<file path="src/hw/sdbp_pkg.sv">
package sdbp_pkg;

	// ----------------------------------------
	// Widths
	// ----------------------------------------
	localparam int DATA_W  = 16;
	localparam int LEN_W   = 4;
	localparam int BAUD_W  = 7;
	localparam int IDX_W   = 16;

	// ----------------------------------------
	// Register indices, byte address is index * 4
	// ----------------------------------------
	localparam logic [IDX_W-1:0] IDX_NONE = 16'h0000;
	localparam logic [IDX_W-1:0] IDX_CTL  = 16'h7041;
	localparam logic [IDX_W-1:0] IDX_STS  = 16'h7042;
	localparam logic [IDX_W-1:0] IDX_EMU  = 16'h7046;
	localparam logic [IDX_W-1:0] IDX_RXB  = 16'h7047;
	localparam logic [IDX_W-1:0] IDX_TXB  = 16'h7048;
	localparam logic [IDX_W-1:0] IDX_SDAT = 16'h7049;

	// ----------------------------------------
	// Field positions and reset values
	// ----------------------------------------
	localparam int CTL_LEN_LSB  = 0;
	localparam int CTL_RUN_BIT  = 7;
	localparam int CTL_MST_BIT  = 8;
	localparam int CTL_TALK_BIT = 9;
	localparam int CTL_BAUD_LSB = 10;
	localparam int STS_TXF_BIT  = 5;
	localparam int STS_CC_BIT   = 6;
	localparam logic [31:0] CTL_RST  = 32'h0000_008f;
	localparam logic [15:0] WORD_RST = 16'h0000;
	localparam logic [BAUD_W-1:0] BAUD_MIN = 7'h03;

	// ----------------------------------------
	// AHB-Lite encodings
	// ----------------------------------------
	localparam logic [1:0] HTRANS_NONSEQ = 2'b10;
	localparam logic       HRESP_OKAY    = 1'b0;
	localparam int         ADDR_IDX_LSB  = 2;
	localparam int         ADDR_IDX_MSB  = 17;

	typedef struct packed {
		logic             valid;
		logic             write;
		logic [IDX_W-1:0] idx;
	} sdbp_req_t;

endpackage

</file>
<file path="src/hw/sdbp_ahb_slave.sv">
`timescale 1ns/1ps
module sdbp_ahb_slave (
	input  wire logic                ref_clk,
	input  wire logic                rst,
	input  wire logic                hsel,
	input  wire logic [31:0]         haddr,
	input  wire logic [1:0]          htrans,
	input  wire logic                hwrite,
	input  wire logic [2:0]          hsize,
	input  wire logic                hready,
	input  wire logic [31:0]         rdata,
	output logic                     hreadyout,
	output logic                     hresp,
	output logic [31:0]              hrdata,
	output sdbp_pkg::sdbp_req_t      req
);
	import sdbp_pkg::*;

	sdbp_req_t   ph_q, ph_d;
	logic        rdy_q, rdy_d;
	logic [31:0] rd_q, rd_d;
	logic        hit;

	// ----------------------------------------
	// Address and data phase
	// ----------------------------------------
	always_comb
	begin
		ph_d  = '0;
		rdy_d = rdy_q;
		rd_d  = rd_q;
		hit   = (haddr[1:0] == 2'b00) && (haddr[31:ADDR_IDX_MSB+1] == '0) && (hsize != 3'h7);
		if (ph_q.valid && !ph_q.write && !rdy_q)
		begin
			rd_d  = rdata;
			rdy_d = 1'b1;
		end
		else if (hsel && hready && (htrans == HTRANS_NONSEQ))
		begin
			ph_d.valid = 1'b1;
			ph_d.write = hwrite;
			ph_d.idx   = hit ? haddr[ADDR_IDX_MSB:ADDR_IDX_LSB] : IDX_NONE;
			rdy_d      = hwrite;
		end
	end

	always_ff @(posedge ref_clk)
	begin
		if (rst)
		begin
			ph_q  <= '0;
			rdy_q <= 1'b1;
			rd_q  <= '0;
		end
		else
		begin
			ph_q  <= ph_d;
			rdy_q <= rdy_d;
			rd_q  <= rd_d;
		end
	end

	assign hreadyout = rdy_q;
	assign hresp     = HRESP_OKAY;
	assign hrdata    = rd_q;
	assign req       = (ph_q.valid && (ph_q.write || !rdy_q)) ? ph_q : '0;

endmodule // sdbp_ahb_slave

</file>
<file path="src/hw/sdbp_shifter.sv">
`timescale 1ns/1ps
module sdbp_shifter #(
	parameter int W = 16
) (
	input  wire logic                         ref_clk,
	input  wire logic                         rst,
	input  wire logic                         load,
	input  wire logic [W-1:0]                 load_word,
	input  wire logic                         master,
	input  wire logic                         run,
	input  wire logic [sdbp_pkg::LEN_W-1:0]   len_m1,
	input  wire logic [sdbp_pkg::BAUD_W-1:0]  baud,
	input  wire logic                         sclk_s,
	input  wire logic                         sdi_s,
	output logic [W-1:0]                      shift_word,
	output logic                              active,
	output logic                              done,
	output logic                              sclk,
	output logic                              sdo
);
	import sdbp_pkg::*;

	logic [W-1:0]      sh_q, sh_d;
	logic              act_q, act_d, done_q, done_d, sclk_q, sclk_d;
	logic              smp_q, smp_d, prev_q;
	logic [LEN_W-1:0]  cnt_q, cnt_d;
	logic [BAUD_W-1:0] div_q, div_d, brr, half;
	logic              rise, fall, bit_in;

	// ----------------------------------------
	// Bit clock and shift
	// ----------------------------------------
	always_comb
	begin
		sh_d   = sh_q;
		act_d  = act_q;
		cnt_d  = cnt_q;
		div_d  = div_q;
		sclk_d = sclk_q;
		smp_d  = smp_q;
		done_d = 1'b0;
		brr    = (baud < BAUD_MIN) ? BAUD_MIN : baud;
		half   = (brr >> 1) + {{(BAUD_W-1){1'b0}}, brr[0]};
		bit_in = master ? sdi_s : smp_q;
		if (master)
		begin
			rise = act_q && (div_q == '0);
			fall = act_q && (div_q == half);
			if (act_q)
				div_d = (div_q == brr) ? '0 : div_q + 7'h01;
			if (rise)
				sclk_d = 1'b1;
			if (fall)
				sclk_d = 1'b0;
		end
		else
		begin
			rise = sclk_s && !prev_q;
			fall = !sclk_s && prev_q;
			if (rise)
				act_d = 1'b1;
		end
		if (rise)
			smp_d = sdi_s;
		if (fall && act_q)
		begin
			sh_d = {sh_q[W-2:0], bit_in};
			if (cnt_q == len_m1)
			begin
				act_d  = 1'b0;
				done_d = 1'b1;
				cnt_d  = '0;
				div_d  = '0;
			end
			else
				cnt_d = cnt_q + 4'h1;
		end
		if (!run)
		begin
			act_d  = 1'b0;
			cnt_d  = '0;
			div_d  = '0;
			sclk_d = 1'b0;
		end
		if (load)
		begin
			sh_d  = load_word;
			cnt_d = '0;
			div_d = '0;
			if (master && run)
				act_d = 1'b1;
		end
	end

	always_ff @(posedge ref_clk)
	begin
		if (rst)
		begin
			sh_q   <= WORD_RST;
			act_q  <= 1'b0;
			cnt_q  <= '0;
			div_q  <= '0;
			sclk_q <= 1'b0;
			smp_q  <= 1'b0;
			done_q <= 1'b0;
			prev_q <= 1'b0;
		end
		else
		begin
			sh_q   <= sh_d;
			act_q  <= act_d;
			cnt_q  <= cnt_d;
			div_q  <= div_d;
			sclk_q <= sclk_d;
			smp_q  <= smp_d;
			done_q <= done_d;
			prev_q <= sclk_s;
		end
	end

	assign shift_word = sh_q;
	assign active     = act_q;
	assign done       = done_q;
	assign sclk       = sclk_q;
	assign sdo        = sh_q[W-1];

	chk_msb_first: assert property (@(posedge ref_clk) disable iff (rst)
		fall && act_q && !load && run |=> sh_q == {$past(sh_q[W-2:0]), $past(bit_in)})
		else $error("shift did not move toward msb with sampled bit");

endmodule // sdbp_shifter

</file>
<file path="src/hw/sdbp_top.sv">
`timescale 1ns/1ps
module sdbp_top #(
	parameter int DW = 16
) (
	input  wire logic              ref_clk,
	input  wire logic              rst,
	input  wire logic              hsel,
	input  wire logic [31:0]       haddr,
	input  wire logic [1:0]        htrans,
	input  wire logic              hwrite,
	input  wire logic [2:0]        hsize,
	input  wire logic [31:0]       hwdata,
	input  wire logic              hready,
	output logic                   hreadyout,
	output logic                   hresp,
	output logic [31:0]            hrdata,
	input  wire logic              sclk_i,
	output logic                   sclk_o,
	output logic                   sclk_oe,
	input  wire logic              sdi_i,
	output logic                   sdo_o,
	output logic                   sdo_oe
);
	import sdbp_pkg::*;

	// ----------------------------------------
	// Declarations
	// ----------------------------------------
	sdbp_req_t     req;
	logic [31:0]   rdata;
	logic [31:0]   ctl_q, ctl_d;
	logic [DW-1:0] rx_q, rx_d, tx_q, tx_d;
	logic          cc_q, cc_d, pend_q, pend_d;
	logic [1:0]    sclk_sync_q, sdi_sync_q;
	logic          load;
	logic [DW-1:0] load_word, shift_word;
	logic          active, done, sclk_int, sdo_int;
	logic          wr_ctl, wr_tx, rd_rxb;
	logic          run, master;

	function automatic logic is_acc(input sdbp_req_t r, input logic wr,
		input logic [IDX_W-1:0] idx);
		is_acc = r.valid && (r.write == wr) && (r.idx == idx);
	endfunction

	// ----------------------------------------
	// Bus slave
	// ----------------------------------------
	sdbp_ahb_slave i_sdbp_ahb_slave (
		.ref_clk   (ref_clk),
		.rst       (rst),
		.hsel      (hsel),
		.haddr     (haddr),
		.htrans    (htrans),
		.hwrite    (hwrite),
		.hsize     (hsize),
		.hready    (hready),
		.rdata     (rdata),
		.hreadyout (hreadyout),
		.hresp     (hresp),
		.hrdata    (hrdata),
		.req       (req)
	);

	assign wr_ctl = is_acc(req, 1'b1, IDX_CTL);
	assign wr_tx  = is_acc(req, 1'b1, IDX_TXB);
	assign rd_rxb = is_acc(req, 1'b0, IDX_RXB);
	assign run    = ctl_q[CTL_RUN_BIT];
	assign master = ctl_q[CTL_MST_BIT];

	// ----------------------------------------
	// Read mux
	// ----------------------------------------
	always_comb
	begin
		rdata = '0;
		case (req.idx)
			IDX_CTL:  rdata = ctl_q;
			IDX_STS:
			begin
				rdata[STS_CC_BIT]  = cc_q;
				rdata[STS_TXF_BIT] = pend_q;
			end
			IDX_EMU:  rdata = {16'h0000, rx_q};
			IDX_RXB:  rdata = {16'h0000, rx_q};
			IDX_TXB:  rdata = {16'h0000, tx_q};
			IDX_SDAT: rdata = {16'h0000, shift_word};
			default:  rdata = '0;
		endcase
	end

	// ----------------------------------------
	// Pin synchronisers
	// ----------------------------------------
	always_ff @(posedge ref_clk)
	begin
		if (rst)
		begin
			sclk_sync_q <= 2'b00;
			sdi_sync_q  <= 2'b00;
		end
		else
		begin
			sclk_sync_q <= {sclk_sync_q[0], sclk_i};
			sdi_sync_q  <= {sdi_sync_q[0], sdi_i};
		end
	end

	// ----------------------------------------
	// Buffers and flags
	// ----------------------------------------
	always_comb
	begin
		ctl_d     = ctl_q;
		rx_d      = rx_q;
		tx_d      = tx_q;
		cc_d      = cc_q;
		pend_d    = pend_q;
		load      = 1'b0;
		load_word = tx_q;
		if (wr_ctl)
			ctl_d = hwdata;
		if (rd_rxb)
			cc_d = 1'b0;
		if (done)
		begin
			rx_d = shift_word;
			cc_d = 1'b1;
		end
		if (done && pend_q)
		begin
			load      = 1'b1;
			load_word = tx_q;
			pend_d    = 1'b0;
		end
		if (wr_tx)
		begin
			tx_d = hwdata[DW-1:0];
			if (active || load)
				pend_d = 1'b1;
			else
			begin
				load      = 1'b1;
				load_word = hwdata[DW-1:0];
			end
		end
		if (!run)
		begin
			cc_d   = 1'b0;
			pend_d = 1'b0;
		end
	end

	always_ff @(posedge ref_clk)
	begin
		if (rst)
		begin
			ctl_q  <= CTL_RST;
			rx_q   <= WORD_RST;
			tx_q   <= WORD_RST;
			cc_q   <= 1'b0;
			pend_q <= 1'b0;
		end
		else
		begin
			ctl_q  <= ctl_d;
			rx_q   <= rx_d;
			tx_q   <= tx_d;
			cc_q   <= cc_d;
			pend_q <= pend_d;
		end
	end

	// ----------------------------------------
	// Shift register
	// ----------------------------------------
	sdbp_shifter #(
		.W (DW)
	) i_sdbp_shifter (
		.ref_clk    (ref_clk),
		.rst        (rst),
		.load       (load),
		.load_word  (load_word),
		.master     (master),
		.run        (run),
		.len_m1     (ctl_q[CTL_LEN_LSB +: LEN_W]),
		.baud       (ctl_q[CTL_BAUD_LSB +: BAUD_W]),
		.sclk_s     (sclk_sync_q[1]),
		.sdi_s      (sdi_sync_q[1]),
		.shift_word (shift_word),
		.active     (active),
		.done       (done),
		.sclk       (sclk_int),
		.sdo        (sdo_int)
	);

	assign sclk_o  = sclk_int;
	assign sclk_oe = ctl_q[CTL_MST_BIT];
	assign sdo_o   = sdo_int;
	assign sdo_oe  = ctl_q[CTL_TALK_BIT];

	// ----------------------------------------
	// Checks
	// ----------------------------------------
	chk_rx_capture: assert property (@(posedge ref_clk) disable iff (rst)
		done && run |=> rx_q == $past(shift_word) && cc_q)
		else $error("completed character not captured with flag");

	chk_rxb_clear: assert property (@(posedge ref_clk) disable iff (rst)
		rd_rxb && !done |=> !cc_q)
		else $error("receive holding read did not clear flag");

	chk_emu_keep: assert property (@(posedge ref_clk) disable iff (rst)
		is_acc(req, 1'b0, IDX_EMU) && !done && run |=> cc_q == $past(cc_q))
		else $error("mirror read changed complete flag");

	chk_emu_data: assert property (@(posedge ref_clk) disable iff (rst)
		is_acc(req, 1'b0, IDX_EMU) |=> hrdata == {16'h0000, rx_q} && hreadyout
			&& pend_q == $past(pend_q) || $past(done) || $past(wr_tx))
		else $error("mirror read data wrong or state disturbed");

	chk_tx_pend: assert property (@(posedge ref_clk) disable iff (rst)
		wr_tx && active && run |=> pend_q && tx_q == $past(hwdata[DW-1:0]))
		else $error("busy transmit write did not set pending");

	chk_auto_load: assert property (@(posedge ref_clk) disable iff (rst)
		done && pend_q && !wr_tx && run |=> !pend_q && shift_word == $past(tx_q))
		else $error("pending word not moved into shifter");

	chk_direct_load: assert property (@(posedge ref_clk) disable iff (rst)
		wr_tx && !active && !(done && pend_q) |=> !pend_q
			&& shift_word == $past(hwdata[DW-1:0]))
		else $error("idle transmit write did not fall through");

	chk_master_start: assert property (@(posedge ref_clk) disable iff (rst)
		wr_tx && !active && !done && master && run |=> active ##1 sclk_o)
		else $error("master transmit write did not start transfer");

	chk_pend_reset: assert property (@(posedge ref_clk)
		rst |=> !pend_q && !cc_q)
		else $error("flags not cleared by reset");

	chk_sts_ro: assert property (@(posedge ref_clk) disable iff (rst)
		is_acc(req, 1'b1, IDX_STS) && !done && !wr_tx |=> pend_q == $past(pend_q))
		else $error("status write changed pending flag");

	chk_set_wins: assert property (@(posedge ref_clk) disable iff (rst)
		done && rd_rxb && run |=> cc_q)
		else $error("complete flag lost when read met new character");

	chk_read_data: assert property (@(posedge ref_clk) disable iff (rst)
		req.valid && !req.write |=> hreadyout && hrdata == $past(rdata))
		else $error("read data not presented after one wait cycle");

	chk_run_clear: assert property (@(posedge ref_clk) disable iff (rst)
		!run |=> !pend_q && !cc_q)
		else $error("flags not cleared while run is low");

	cov_char_done:  cover property (@(posedge ref_clk) disable iff (rst) done);
	cov_start:      cover property (@(posedge ref_clk) disable iff (rst) wr_tx && master && !active);
	cov_emu_read:   cover property (@(posedge ref_clk) disable iff (rst) is_acc(req, 1'b0, IDX_EMU));
	cov_chained:    cover property (@(posedge ref_clk) disable iff (rst) done && pend_q);
	cov_rxb_read:   cover property (@(posedge ref_clk) disable iff (rst) rd_rxb && cc_q);

endmodule // sdbp_top

</file>
<file path="config.mk">
export PLATFORM = sky130hd
export DESIGN_NAME = sdbp_top
export DESIGN_NICKNAME = d
export VERILOG_FILES = /design/src/hw/sdbp_pkg.sv /design/src/hw/sdbp_ahb_slave.sv /design/src/hw/sdbp_shifter.sv /design/src/hw/sdbp_top.sv
export SDC_FILE = /design/constraint.sdc
export NUM_CORES = 1
export LEC_CHECK = 0
export BUFFER_PORTS_ARGS = -buffer_cell sky130_fd_sc_hd__buf_2
export CAP_MARGIN = 30
export CORE_MARGIN = 2
export CORE_UTILIZATION = 56
export DETAILED_ROUTE_END_ITERATION = 16
export GPL_ROUTABILITY_DRIVEN = 0
export GPL_TIMING_DRIVEN = 0
export PLACE_DENSITY = 0.79
export SLEW_MARGIN = 20
export SYNTH_ARGS = -nofsm -noshare
export SYNTH_HDL_FRONTEND = slang
export SYNTH_SLANG_ARGS = --single-unit
</file>
<file path="constraint.sdc">
create_clock -name ref_clk -period 4.02 [get_ports ref_clk]
set_input_delay 0.603 -clock ref_clk [delete_from_list [all_inputs] [get_ports ref_clk]]
set_output_delay 0.603 -clock ref_clk [all_outputs]
set_load 0.005 [all_outputs]
</file>
# After elaboration in Yosys (flattened, before gate mapping)
# Index checks and enable logic that the tools add are counted.
[word_totals]
romBits = 0
input_bits = 76
latchBits = 0
wordCells = 117
reg_bits = 153
n_memories = 0
output_inout_bits = 38
ram_bits = 0
[classes]
reduce_logical = 39
muxes = 38
n_mul = 0
n_shift = 0
n_eq_ne = 11
addsub = 3
order_cmp = 1
div = 0
bitwise = 5
[op_table]
columns = ["operator", "count"]
rows = [
  ["one-hot mux 25 bit (4 select lines)", 1],
  ["== test 16 x 15 -> 1 bit (second input constant)", 6],
  ["2-to-1 mux 16 bit", 5],
  ["2-to-1 mux 7 bit", 6],
  ["2-to-1 mux 18 bit", 2],
  ["2-to-1 mux 1 bit", 21],
  ["one-hot mux 5 bit (4 select lines)", 1],
  ["logical AND 1 bit", 19],
  ["== test 7 bit", 2],
  ["logical NOT 14 bit", 1],
  ["one-hot mux 2 bit (5 select lines)", 1],
  ["OR reduction 2 bit", 4],
  ["adder 6 x 1 -> 7 bit", 1],
  ["adder 7 x 1 -> 7 bit (second input constant)", 1],
  ["logical NOT 7 bit", 1],
  ["less-than comparator 7 x 2 -> 1 bit (second input constant)", 1],
  ["nonzero test 2 bit", 3],
  ["OR reduction 3 bit", 2],
  ["inverter 1 bit", 5],
  ["adder 4 x 1 -> 4 bit (second input constant)", 1],
  ["== test 4 bit", 1],
  ["logical NOT 1 bit", 4],
  ["2-to-1 mux 4 bit", 1],
  ["OR reduction 4 bit", 1],
  ["5 further kinds", 6],
]

# Depth between registers and ports, before layout
# Gate-level depths: netlist of the first run.
[depth]
depth_word = 11
depth_mapped = 15
mapped_depth_nobuf = 11

# Hierarchy
# Synthesis of the first run repeated with hierarchy kept, for this count alone.
[unflattened]
hier_cells = 858
area_unflattened_um2 = 7169.4
[modules_own_cells]
columns = ["mod", "cells_each", "area_per_inst_um2", "instances", "seq_area_each_um2"]
rows = [
  ["sdbp_top", 404, 3408.3, 1, 1401.3],
  ["sdbp_ahb_slave", 230, 1925.6, 1, 1021.0],
  ["sdbp_shifter", 224, 1835.5, 1, 640.6],
]

# Worst setup path before layout of the first run
# OpenSTA, ideal clock, no wires.
[synth_timing]
path_kind = "register -> register"
startpoint = "register ctl_q[13]"
endpoint = "register i_sdbp_shifter.sh_q[10], in the netlist i_sdbp_shifter.shift_word[10]"
synth_period_minus_slack_ps = 3162
n_path_buf = 3
path_slack_ps = 858
stages_incl_launch_ff = 15
setup_ps = 122
t_arrival_ps = 3040
t_required_ps = 3898
cell_sequence = "dfxtp_1 buf_6 nor4_1 a21oi_1 inv_1 ha_1 ha_1 xnor2_1 nand3_1 a311o_1 o31a_1 buf_6 o211a_4 buf_6 a221o_1"
[synth_via]
elab_chain_len = 8
[synth_lines]
columns = ["item", "line", "text"]
rows = [
  ["start: declaration", "sdbp_top.sv:31", "logic [31:0] ctl_q, ctl_d;"],
  ["start signal: assignment", "sdbp_top.sv:166", "ctl_q <= ctl_d;"],
  ["less-than comparator 7 x 2 -> 1 bit", "sdbp_shifter.sv:42", "brr = (baud < BAUD_MIN) ? BAUD_MIN : baud;"],
  ["2-to-1 mux 7 bit (*)", "sdbp_shifter.sv:42", ""],
  ["adder 6 x 1 -> 7 bit (*)", "sdbp_shifter.sv:43", "half = (brr >> 1) + {{(BAUD_W-1){1'b0}}, brr[0]};"],
  ["== test 7 bit (*)", "sdbp_shifter.sv:48", "fall = act_q && (div_q == half);"],
  ["logical AND 1 bit (*)", "sdbp_shifter.sv:48", ""],
  ["2-to-1 mux 1 bit (*)", "sdbp_shifter.sv:45", "if (master)"],
  ["logical AND 1 bit (*)", "sdbp_shifter.sv:65", "if (fall && act_q)"],
  ["nonzero test 2 bit (no source line) (*)", "n/a", ""],
  ["end signal: assignment", "sdbp_shifter.sv:99", "sh_q <= WORD_RST;"],
  ["end signal: assignment", "sdbp_shifter.sv:110", "sh_q <= sh_d;"],
  ["end: declaration", "sdbp_shifter.sv:23", "logic [W-1:0] sh_q, sh_d;"],
]
# Every way passes the cells marked *; elsewhere a longest branch is shown, timed or not.
# A chain may end at the register's enable or synchronous reset.

# Worst setup path in the final report of the first run
[layout_timing]
startpoint = "register ctl_q[13]"
endpoint = "register i_sdbp_shifter.sh_q[5], in the netlist i_sdbp_shifter.shift_word[5]"
# The elaborated chain is that of the path after synthesis.

==> impl_metrics.toml, run 1 <==
[outcome]
outcome = "complete, no violations"

[worst_setup_path]
path_cells = "buf_6, nor4_1, a21oi_1, inv_1, ha_1, ha_1, clkbuf_1, xor2_1, o22ai_1, a221oi_1, nor3_1, and3_1, clkbuf_1, buf_2, a221o_1"
criticalPathCategory = "flip-flop to flip-flop"
slowest_stage = "a221oi_1"
cp-start-kind = "flip-flop"
max_stage_delay_ns = 0.37
path_max_fanout = 10
critPathArrivalTime_ns = 3.88
cp-end-kind = "flip-flop"
required_ns = 4.34

[die]
core_um2 = 11500
rows = 39
die_w_um = 113
initial_core_util_pct = 57.7
die_height_um = 113
ioPinCount = 114
dieArea_um2 = 12700

[clock_tree]
clk_pin_slew_ns = 0.06
numCtsBuffers = 17
cts_setup_buffers = 0
cts.hold.buffers_added = 0
clk-insertion-delay-late_ns = 0.43
post_cts_resized = 0
cts_max_level = 4
cts.sink_count = 153
clock-root-buffer = "clkbuf_16"
clk_path_buf_depth = 2
cts_tree = "built"

[global_routing]
grt_max_degree = 17
grt_usage_pct = 28.5
grt_pass1_wl_um = 28800
gr-total-overflow = 0
grt_antenna_before_repair = 0
first_global_vias = 5947

[timing]
finalSetupViolCount = 0
max_freq_ghz = 0.280
tightest_slew_ns = 0.838
hold_viol = 0
relSlewSlack_pct = 43.7
setup_tns_ns = 0
min_period_over_period_pct = 88.7
clock_skew_ns = 0.0111
fin_crit_ns = 3.57
drv_slew = 0
hold_ws_ns = 0.371
rsz0062_at_grt = "no"

[logic_synthesis]
ys_seq_area_share_pct = 46.3
ys_ff_latch = 153
synth.distinct_cells = 57
synth-edff-count = 0
syn_nets = 842
syn_area_um2 = 6620
yosysTopAreaCell = "dfxtp_1"
async_flop_share_pct = 0
synth.most_common_cell = "dfxtp_1"
synth_commonest_cells = "dfxtp_1 (153), nand2_1 (145), a21oi_1 (53)"
yosysWarnings = 0
synthFlopType = "dfxtp_1"
postSynthAreaPerCell_um2 = 8.70
synthesis.instances = 761
ys_top_cells_by_area = "dfxtp_1 (46%), nand2_1 (8.2%), a21oi_1 (4.0%), o21ai_0 (2.9%), mux2i_1 (2.7%)"
synth_top_area_share_pct = 46.3

[drt]
drt-vias-per-instance = 5.97
drt-initial-drc-count = 592
wl_met1_um = 7490
drt.antenna.violating_nets = 0
wl_per_cell_um = 17.2
via_count = 6260
first_pass_iters = 6
drc = 0
route.met2.wl_um = 8290
totalWireLength_um = 18000
wl_met3_um = 1700
dr.max_layer_used = "met4"

[finish]
multi_input_comb_area_um2 = 3250
area_growth_pct = 20.3
antenna-diode-count = 0
final_cells = 1048
seqCellArea_um2 = 3060
n_fill_cell = 913
layout.nets = 974
drive_gt1_share_pct = 19.4

[place]
portBuffers = 112
dp.cells = 1016
hpwl_um = 12800

[pwr]
peakVddDrop_v = 0.000306
p_leak_nw = 3.09
power_density_nw_per_um2 = 401

[run]
drv_cap = 0

[hold_path]
hold_path.class = "primary input to flip-flop"
## path summary, 6_finish.rpt
check / slack [ns] / cells past startpoint / end / from
min reg2reg: 0.45 / 1 / sclk_sync_q[1] / sclk_sync_q[0]
max reg2reg: 0.45 / 15 / i_sdbp_shifter.shift_word[5] / ctl_q[13]
min: 0.37 / 2 / i_sdbp_ahb_slave.ph_q[8] / haddr[10]
max: 0.45 / 15 / i_sdbp_shifter.shift_word[5] / ctl_q[13]
## where the power goes
part	internal, W	leakage, nW	total (W)	switching, W
Sequential	0.00152	1.23	0.00152	0.00000184
Clock	0.000969	0.279	0.00158	0.000615
Combinational	0.0000364	1.58	0.0000899	0.0000535
Total	0.00252	3.09	0.00320	0.000671
## critical path: cells and delay by family (launching register included)
family	cells	cell delay, ns
XOR/XNOR	1	0.21
AO/OA/AOI/OAI	4	0.96
AND/OR/NAND/NOR	3	0.68
flip-flops	1	0.30
buffers and inverters	5	0.90
adder cells (fa/ha/maj)	2	0.39
## layout by cell type (no fill, tap or decap), drive strengths merged, types with 9 or more instances in the layout
cell    count
a21oi      53
nor2       33
xor2       11
dfxtp     153
mux2       15
a22o       17
nor4       10
and3       19
a221o      15
o21ai      41
and2       22
a222oi     14
nor3       14
nor2b       9
clkbuf     67
xnor2      11
nand2     145
mux2i      18
nand3      21
a31oi      18
inv        12
buf       125
## layer usage
metal | vias to the layer above | GRT usage, %
met5 | - | 0
met4 | 0 | 14.4
met3 | 54 | 6.64
met2 | 326 | 44.3
met1 | 2911 | 37.4
li1 | 2969 | -
## state kept, by name, summed over array words and instances, names as in the netlist
name                        flops
cc_q                            1
ctl_q                          32
i_sdbp_ahb_slave.hrdata        32
i_sdbp_ahb_slave.hreadyout      1
i_sdbp_ahb_slave.ph_q          18
i_sdbp_shifter.active           1
i_sdbp_shifter.cnt_q            4
i_sdbp_shifter.div_q            7
i_sdbp_shifter.done             1
i_sdbp_shifter.prev_q           1
i_sdbp_shifter.sclk             1
i_sdbp_shifter.shift_word      16
i_sdbp_shifter.smp_q            1
pend_q                          1
rx_q                           16
sclk_sync_q                     2
sdi_sync_q                      2
tx_q                           16
## through the flow
stage / worst slack, ns / util, % / area, µm² / power [W]
detailed placement: 0.569 / 64.2 / 7360 / 0.00164
global route: 0.245 / 69.4 / 7960 / 0.00329
global placement: 0.659 / 64.2 / 7360 / 0.00164
floorplan: 0.858 / - / 6620 / 0.00158
CTS: 0.551 / 69.3 / 7950 / 0.00321
finish: 0.453 / 69.4 / 7960 / 0.00320
## cell type report
| class | count | area share [%] |
|---|---|---|
| clock inverter | 12 | 1.89 |
| timing repair buffer | 113 | 7.14 |
| sequential | 153 | 38.5 |
| multi-input combinational | 537 | 40.9 |
| inverter | 11 | 0.519 |
| tap | 143 | 2.25 |
| clock buffer | 19 | 5.44 |
| buffer | 60 | 3.43 |
## kinds of logic after synthesis
group	count (synthesis)	share of synthesized area, %
XOR/XNOR	22	2.91
buffers and inverters	71	4.74
adder cells (fa/ha/maj)	5	0.945
other	1	0.0567
AO/OA/AOI/OAI	179	18.2
flip-flops	153	46.3
AND/OR/NAND/NOR	297	21.6
multiplexers	33	5.27
Note: power is estimated with default switching activity, not from simulation.
==> run 2: changes to the inputs <==
PLACE_DENSITY = 0.8   (was 0.79)
==> run 2 against run 1 <==
Flip-flop and latch count is the same. Die area unchanged. Clock power is 5% lower. Combinational power is 1% higher. First-iteration DRC count grew 32%. Wire length rose by 2.9%. Utilization decreased by 0.40 points. Worst setup slack worse by 0.23 ns.
==> impl_metrics.toml, run 2 (synthesized netlist as in run 1, its figures left out) <==
[outcome]
outcome = "complete, no violations"

[clock_tree]
numCtsBuffers = 17
clk_path_buf_depth = 2
post_cts_resized = 0
cts_max_level = 4
cts.sink_count = 153
clk_pin_slew_ns = 0.06
clk-insertion-delay-late_ns = 0.43
clock-root-buffer = "clkbuf_16"
cts.hold.buffers_added = 0
cts_setup_buffers = 0
cts_tree = "built"

[timing]
max_freq_ghz = 0.263
hold_viol = 0
min_period_over_period_pct = 94.5
setup_tns_ns = 0
clock_skew_ns = 0.0119
relSlewSlack_pct = 31.8
finalSetupViolCount = 0
fin_crit_ns = 3.80
tightest_slew_ns = 1.02
drv_slew = 0
hold_ws_ns = 0.372
rsz0062_at_grt = "no"

[drt]
via_count = 6469
drt-initial-drc-count = 784
drt.antenna.violating_nets = 0
totalWireLength_um = 18500
first_pass_iters = 7
drc = 0
drt-vias-per-instance = 6.18
wl_per_cell_um = 17.7

[global_routing]
grt_antenna_before_repair = 0
grt_max_degree = 17
grt_pass1_wl_um = 29100
first_global_vias = 6290
grt_usage_pct = 28.8
gr-total-overflow = 0

[place]
dp.cells = 1016
portBuffers = 112
hpwl_um = 13000

[worst_setup_path]
worstReg2RegEnd = "i_sdbp_shifter.shift_word[6]"
crit_buf_inv = 4
critPathArrivalTime_ns = 4.17
worst-r2r-cell-count = 14
cp_common_cell = "ha_1"
cp-start-kind = "flip-flop"
path_cells = "buf_6, nor4_1, a21oi_1, inv_1, ha_1, ha_1, xnor2_1, nand3_1, a311o_1, nor3_1, and3_1, clkbuf_1, buf_2, a221o_1"
cp_top_family = "simple AND/OR/NAND/NOR gates"
criticalPathCategory = "flip-flop to flip-flop"
max_stage_delay_ns = 0.42
slowest_stage = "nor4_1"
r2r_slack_ns = 0.22
cp-end-kind = "flip-flop"
path_max_fanout = 10
required_ns = 4.39
r2r_start = "ctl_q[13]"

[die]
dieArea_um2 = 12700
ioPinCount = 114
core_um2 = 11500
initial_core_util_pct = 57.7
rows = 39
die_w_um = 113
die_height_um = 113

[finish]
multi_input_comb_area_um2 = 3250
layout.nets = 974
final_cells = 1047
antenna-diode-count = 0
final_common_cell = "dfxtp_1"
most-common-layout-cells = "dfxtp_1 (153), nand2_1 (145), buf_2 (117)"
seqCellArea_um2 = 3060
drive_gt1_share_pct = 18.9
n_fill_cell = 898
area_growth_pct = 19.6

[hold_path]
whs_path_depth = 2
hold_path.class = "primary input to flip-flop"
hold_start = "haddr[2]"
holdPathEnd = "i_sdbp_ahb_slave.ph_q[0]"

[pwr]
peakVddDrop_v = 0.000306
p_leak_nw = 3.08
power_density_nw_per_um2 = 393

[run]
drv_cap = 0
-- run 2: routing by layer --
layer / track usage (%) / share of wire (%)
met1: 33.7 / 39
met2: 49.5 / 49
met3: 6.96 / 9.0
met4: 14.0 / 2.9
met5: 0 / 0
-- run 2: per-stage QoR --
stage	setup slack, ns	total power (W)	area [µm²]	utilization [%]
6_report	0.221	0.00311	7910	69.0
5_1_grt	0.00501	0.00318	7910	69.0
4_1_cts	0.288	0.00312	7910	69.0
3_5_place_dp	0.357	0.00164	7360	64.2
3_3_place_gp	0.548	0.00164	7360	64.2
2_1_floorplan	0.858	0.00158	6620	-
-- run 2: power by group --
group          leakage (nW)  internal, W  switching, W   total, W
registers              1.23      0.00152    0.00000184    0.00152
logic                  1.58    0.0000364     0.0000546  0.0000910
clock network         0.264     0.000903      0.000597    0.00150
-- run 2: cell type report --
type	instances	area share (%)
multi-input cells	537	41.0
plain buffers	60	3.45
inverters	11	0.522
flip-flops and latches	153	38.7
clock buffers	22	5.61
clock inverters	8	1.26
repair buffers	113	7.15
well taps	143	2.26
-- run 2: worst max path at each step --
stage,start,end,slack (ns),cells past startpoint
floorplan,ctl_q[13],i_sdbp_shifter.shift_word[10],0.86,14
global placement,ctl_q[13],i_sdbp_shifter.shift_word[10],0.55,14
detailed placement,ctl_q[13],i_sdbp_shifter.shift_word[8],0.36,14
CTS,ctl_q[13],i_sdbp_shifter.shift_word[6],0.29,14
global route,ctl_q[13],i_sdbp_shifter.shift_word[6],0.005,14
finish,ctl_q[13],i_sdbp_shifter.shift_word[6],0.22,14
==> run 3: changes to the inputs <==
CELL_PAD_IN_SITES_DETAIL_PLACEMENT = 1   (was default)
CELL_PAD_IN_SITES_GLOBAL_PLACEMENT = 2   (was default)
CORE_UTILIZATION = 33   (was 56)
PLACE_DENSITY = default   (was 0.8)
PLACE_DENSITY_LB_ADDON = 0.1   (was default)
==> run 3 against run 2 <==
Global-route usage shrank 8.3 points. Sequential share of layout area shrank 0.80 points. Combinational power grew 2.9%. Clock skew grew 0.0058 ns.
==> impl_metrics.toml, run 3 (synthesized netlist as in run 1, its figures left out) <==
[finish]
antenna-diode-count = 0
most-common-layout-cells = "dfxtp_1 (153), nand2_1 (145), buf_2 (118)"
area_growth_pct = 22.1
layout.nets = 975
n_fill_cell = 2378
final_common_cell = "dfxtp_1"
drive_gt1_share_pct = 19.7

[timing]
hold_ws_ns = 0.366
drv_slew = 0
max_freq_ghz = 0.282
rsz0062_at_grt = "no"
relSlewSlack_pct = 36.7
hold_viol = 0
clock_skew_ns = 0.0177
finalSetupViolCount = 0
min_period_over_period_pct = 88.3
setup_tns_ns = 0
fin_crit_ns = 3.55
tightest_slew_ns = 0.949

[clock_tree]
numCtsBuffers = 17
clk_pin_slew_ns = 0.07
clk_path_buf_depth = 2
cts_setup_buffers = 0
post_cts_resized = 0
clk-insertion-delay-late_ns = 0.44
cts.sink_count = 153
cts_tree = "built"
cts_max_level = 4
cts.hold.buffers_added = 0
clock-root-buffer = "clkbuf_16"

[worst_setup_path]
critPathArrivalTime_ns = 3.93
path_cells = "nor4_1, a21oi_1, inv_1, ha_1, ha_1, xnor2_1, nand3_1, a311o_1, nor3_1, and3_1, clkbuf_1, buf_2, a221o_1"
cp_common_cell = "ha_1"
required_ns = 4.40
slowest_stage = "dfxtp_1"
cp-start-kind = "flip-flop"
cp-end-kind = "flip-flop"
criticalPathCategory = "flip-flop to flip-flop"
max_stage_delay_ns = 0.52
path_max_fanout = 10

[pwr]
power_w = 0.00314
power_density_nw_per_um2 = 388
peakVddDrop_v = 0.000276
p_leak_nw = 3.08

[die]
core_um2 = 19600
die_height_um = 146
rows = 51
dieArea_um2 = 21200
initial_core_util_pct = 33.8
ioPinCount = 114
die_w_um = 146

[hold_path]
hold_path.class = "primary input to flip-flop"

[global_routing]
gr-total-overflow = 0
grt_pass1_wl_um = 34400
grt_usage_pct = 20.5
grt_antenna_before_repair = 0
first_global_vias = 6350
grt_max_degree = 17

[place]
hpwl_um = 16000
portBuffers = 112

[drt]
wl_per_cell_um = 18.5
drc = 0
first_pass_iters = 6
via_count = 6102
drt-initial-drc-count = 291
totalWireLength_um = 21700
drt-vias-per-instance = 5.21
drt.antenna.violating_nets = 0

[outcome]
outcome = "complete, no violations"

[run]
drv_cap = 0
==> run 3: cell types whose count changed in the layout (fill, tap and decap cells not counted), sizes merged <==
cell      change
clkinvlp      +3
inv           +7
bufinv        -2
clkinv        -2
clkbuf        -4
buf           +1
==> run 3: worst max-delay path: cells and delay by family (launching register included) <==
family	cells	cell delay, ns
xor+xnor	1	0.18
simple gates	4	0.75
buf+inv	3	0.66
fa+ha+maj	2	0.56
compound gates	3	0.84
flops	1	0.52
==> run 3: where the power goes <==
part / internal [W] / switching (W) / total, W
logic: 0.0000364 / 0.0000572 / 0.0000936
clock network: 0.000819 / 0.000702 / 0.00152
registers: 0.00152 / 0.00000167 / 0.00152
total: 0.00237 / 0.000761 / 0.00314
==> run 3: layout make-up <==
cell class | instances | area (µm²) | share of cell area (%)
plain buffers | 60 | 273 | 3.38
clock buffers | 18 | 439 | 5.43
clock inverters | 14 | 113 | 1.39
inverters | 11 | 41.3 | 0.511
multi-input cells | 537 | 3250 | 40.2
flip-flops and latches | 153 | 3060 | 37.9
well taps | 265 | 332 | 4.10
repair buffers | 114 | 573 | 7.09
==> run 3: path summary, 6_finish.rpt <==
check / from / end / cells after the start / slack (ns)
worst max register to register: ctl_q[16] / i_sdbp_shifter.shift_word[12] / 13 / 0.47
worst min register to register: i_sdbp_ahb_slave.hrdata[8] / i_sdbp_ahb_slave.hrdata[8] / 2 / 0.45
worst min-delay path: haddr[9] / i_sdbp_ahb_slave.ph_q[7] / 2 / 0.37
worst max-delay path: ctl_q[16] / i_sdbp_shifter.shift_word[12] / 13 / 0.47
==> run 3: stage by stage <==
| stage | setup WS, ns | util [%] | instances | cell area [µm²] |
|---|---|---|---|---|
| 2_1_floorplan | 0.858 | - | 761 | 6620 |
| 3_3_place_gp | 0.565 | 38.3 | 1138 | 7510 |
| 3_5_place_dp | 0.519 | 38.4 | 1139 | 7520 |
| 4_1_cts | 0.513 | 41.2 | 1171 | 8070 |
| 5_1_grt | 0.0735 | 41.3 | 1172 | 8080 |
| 6_report | 0.471 | 41.3 | 1172 | 8080 |
==> run 3: metal layers <==
metal	up-vias	track usage, %	routed length [µm]
met4	0	6.57	415
met5	-	0	0
met3	29	3.76	718
met1	2989	27.0	10200
li1	2975	-	-
met2	109	34.1	10400
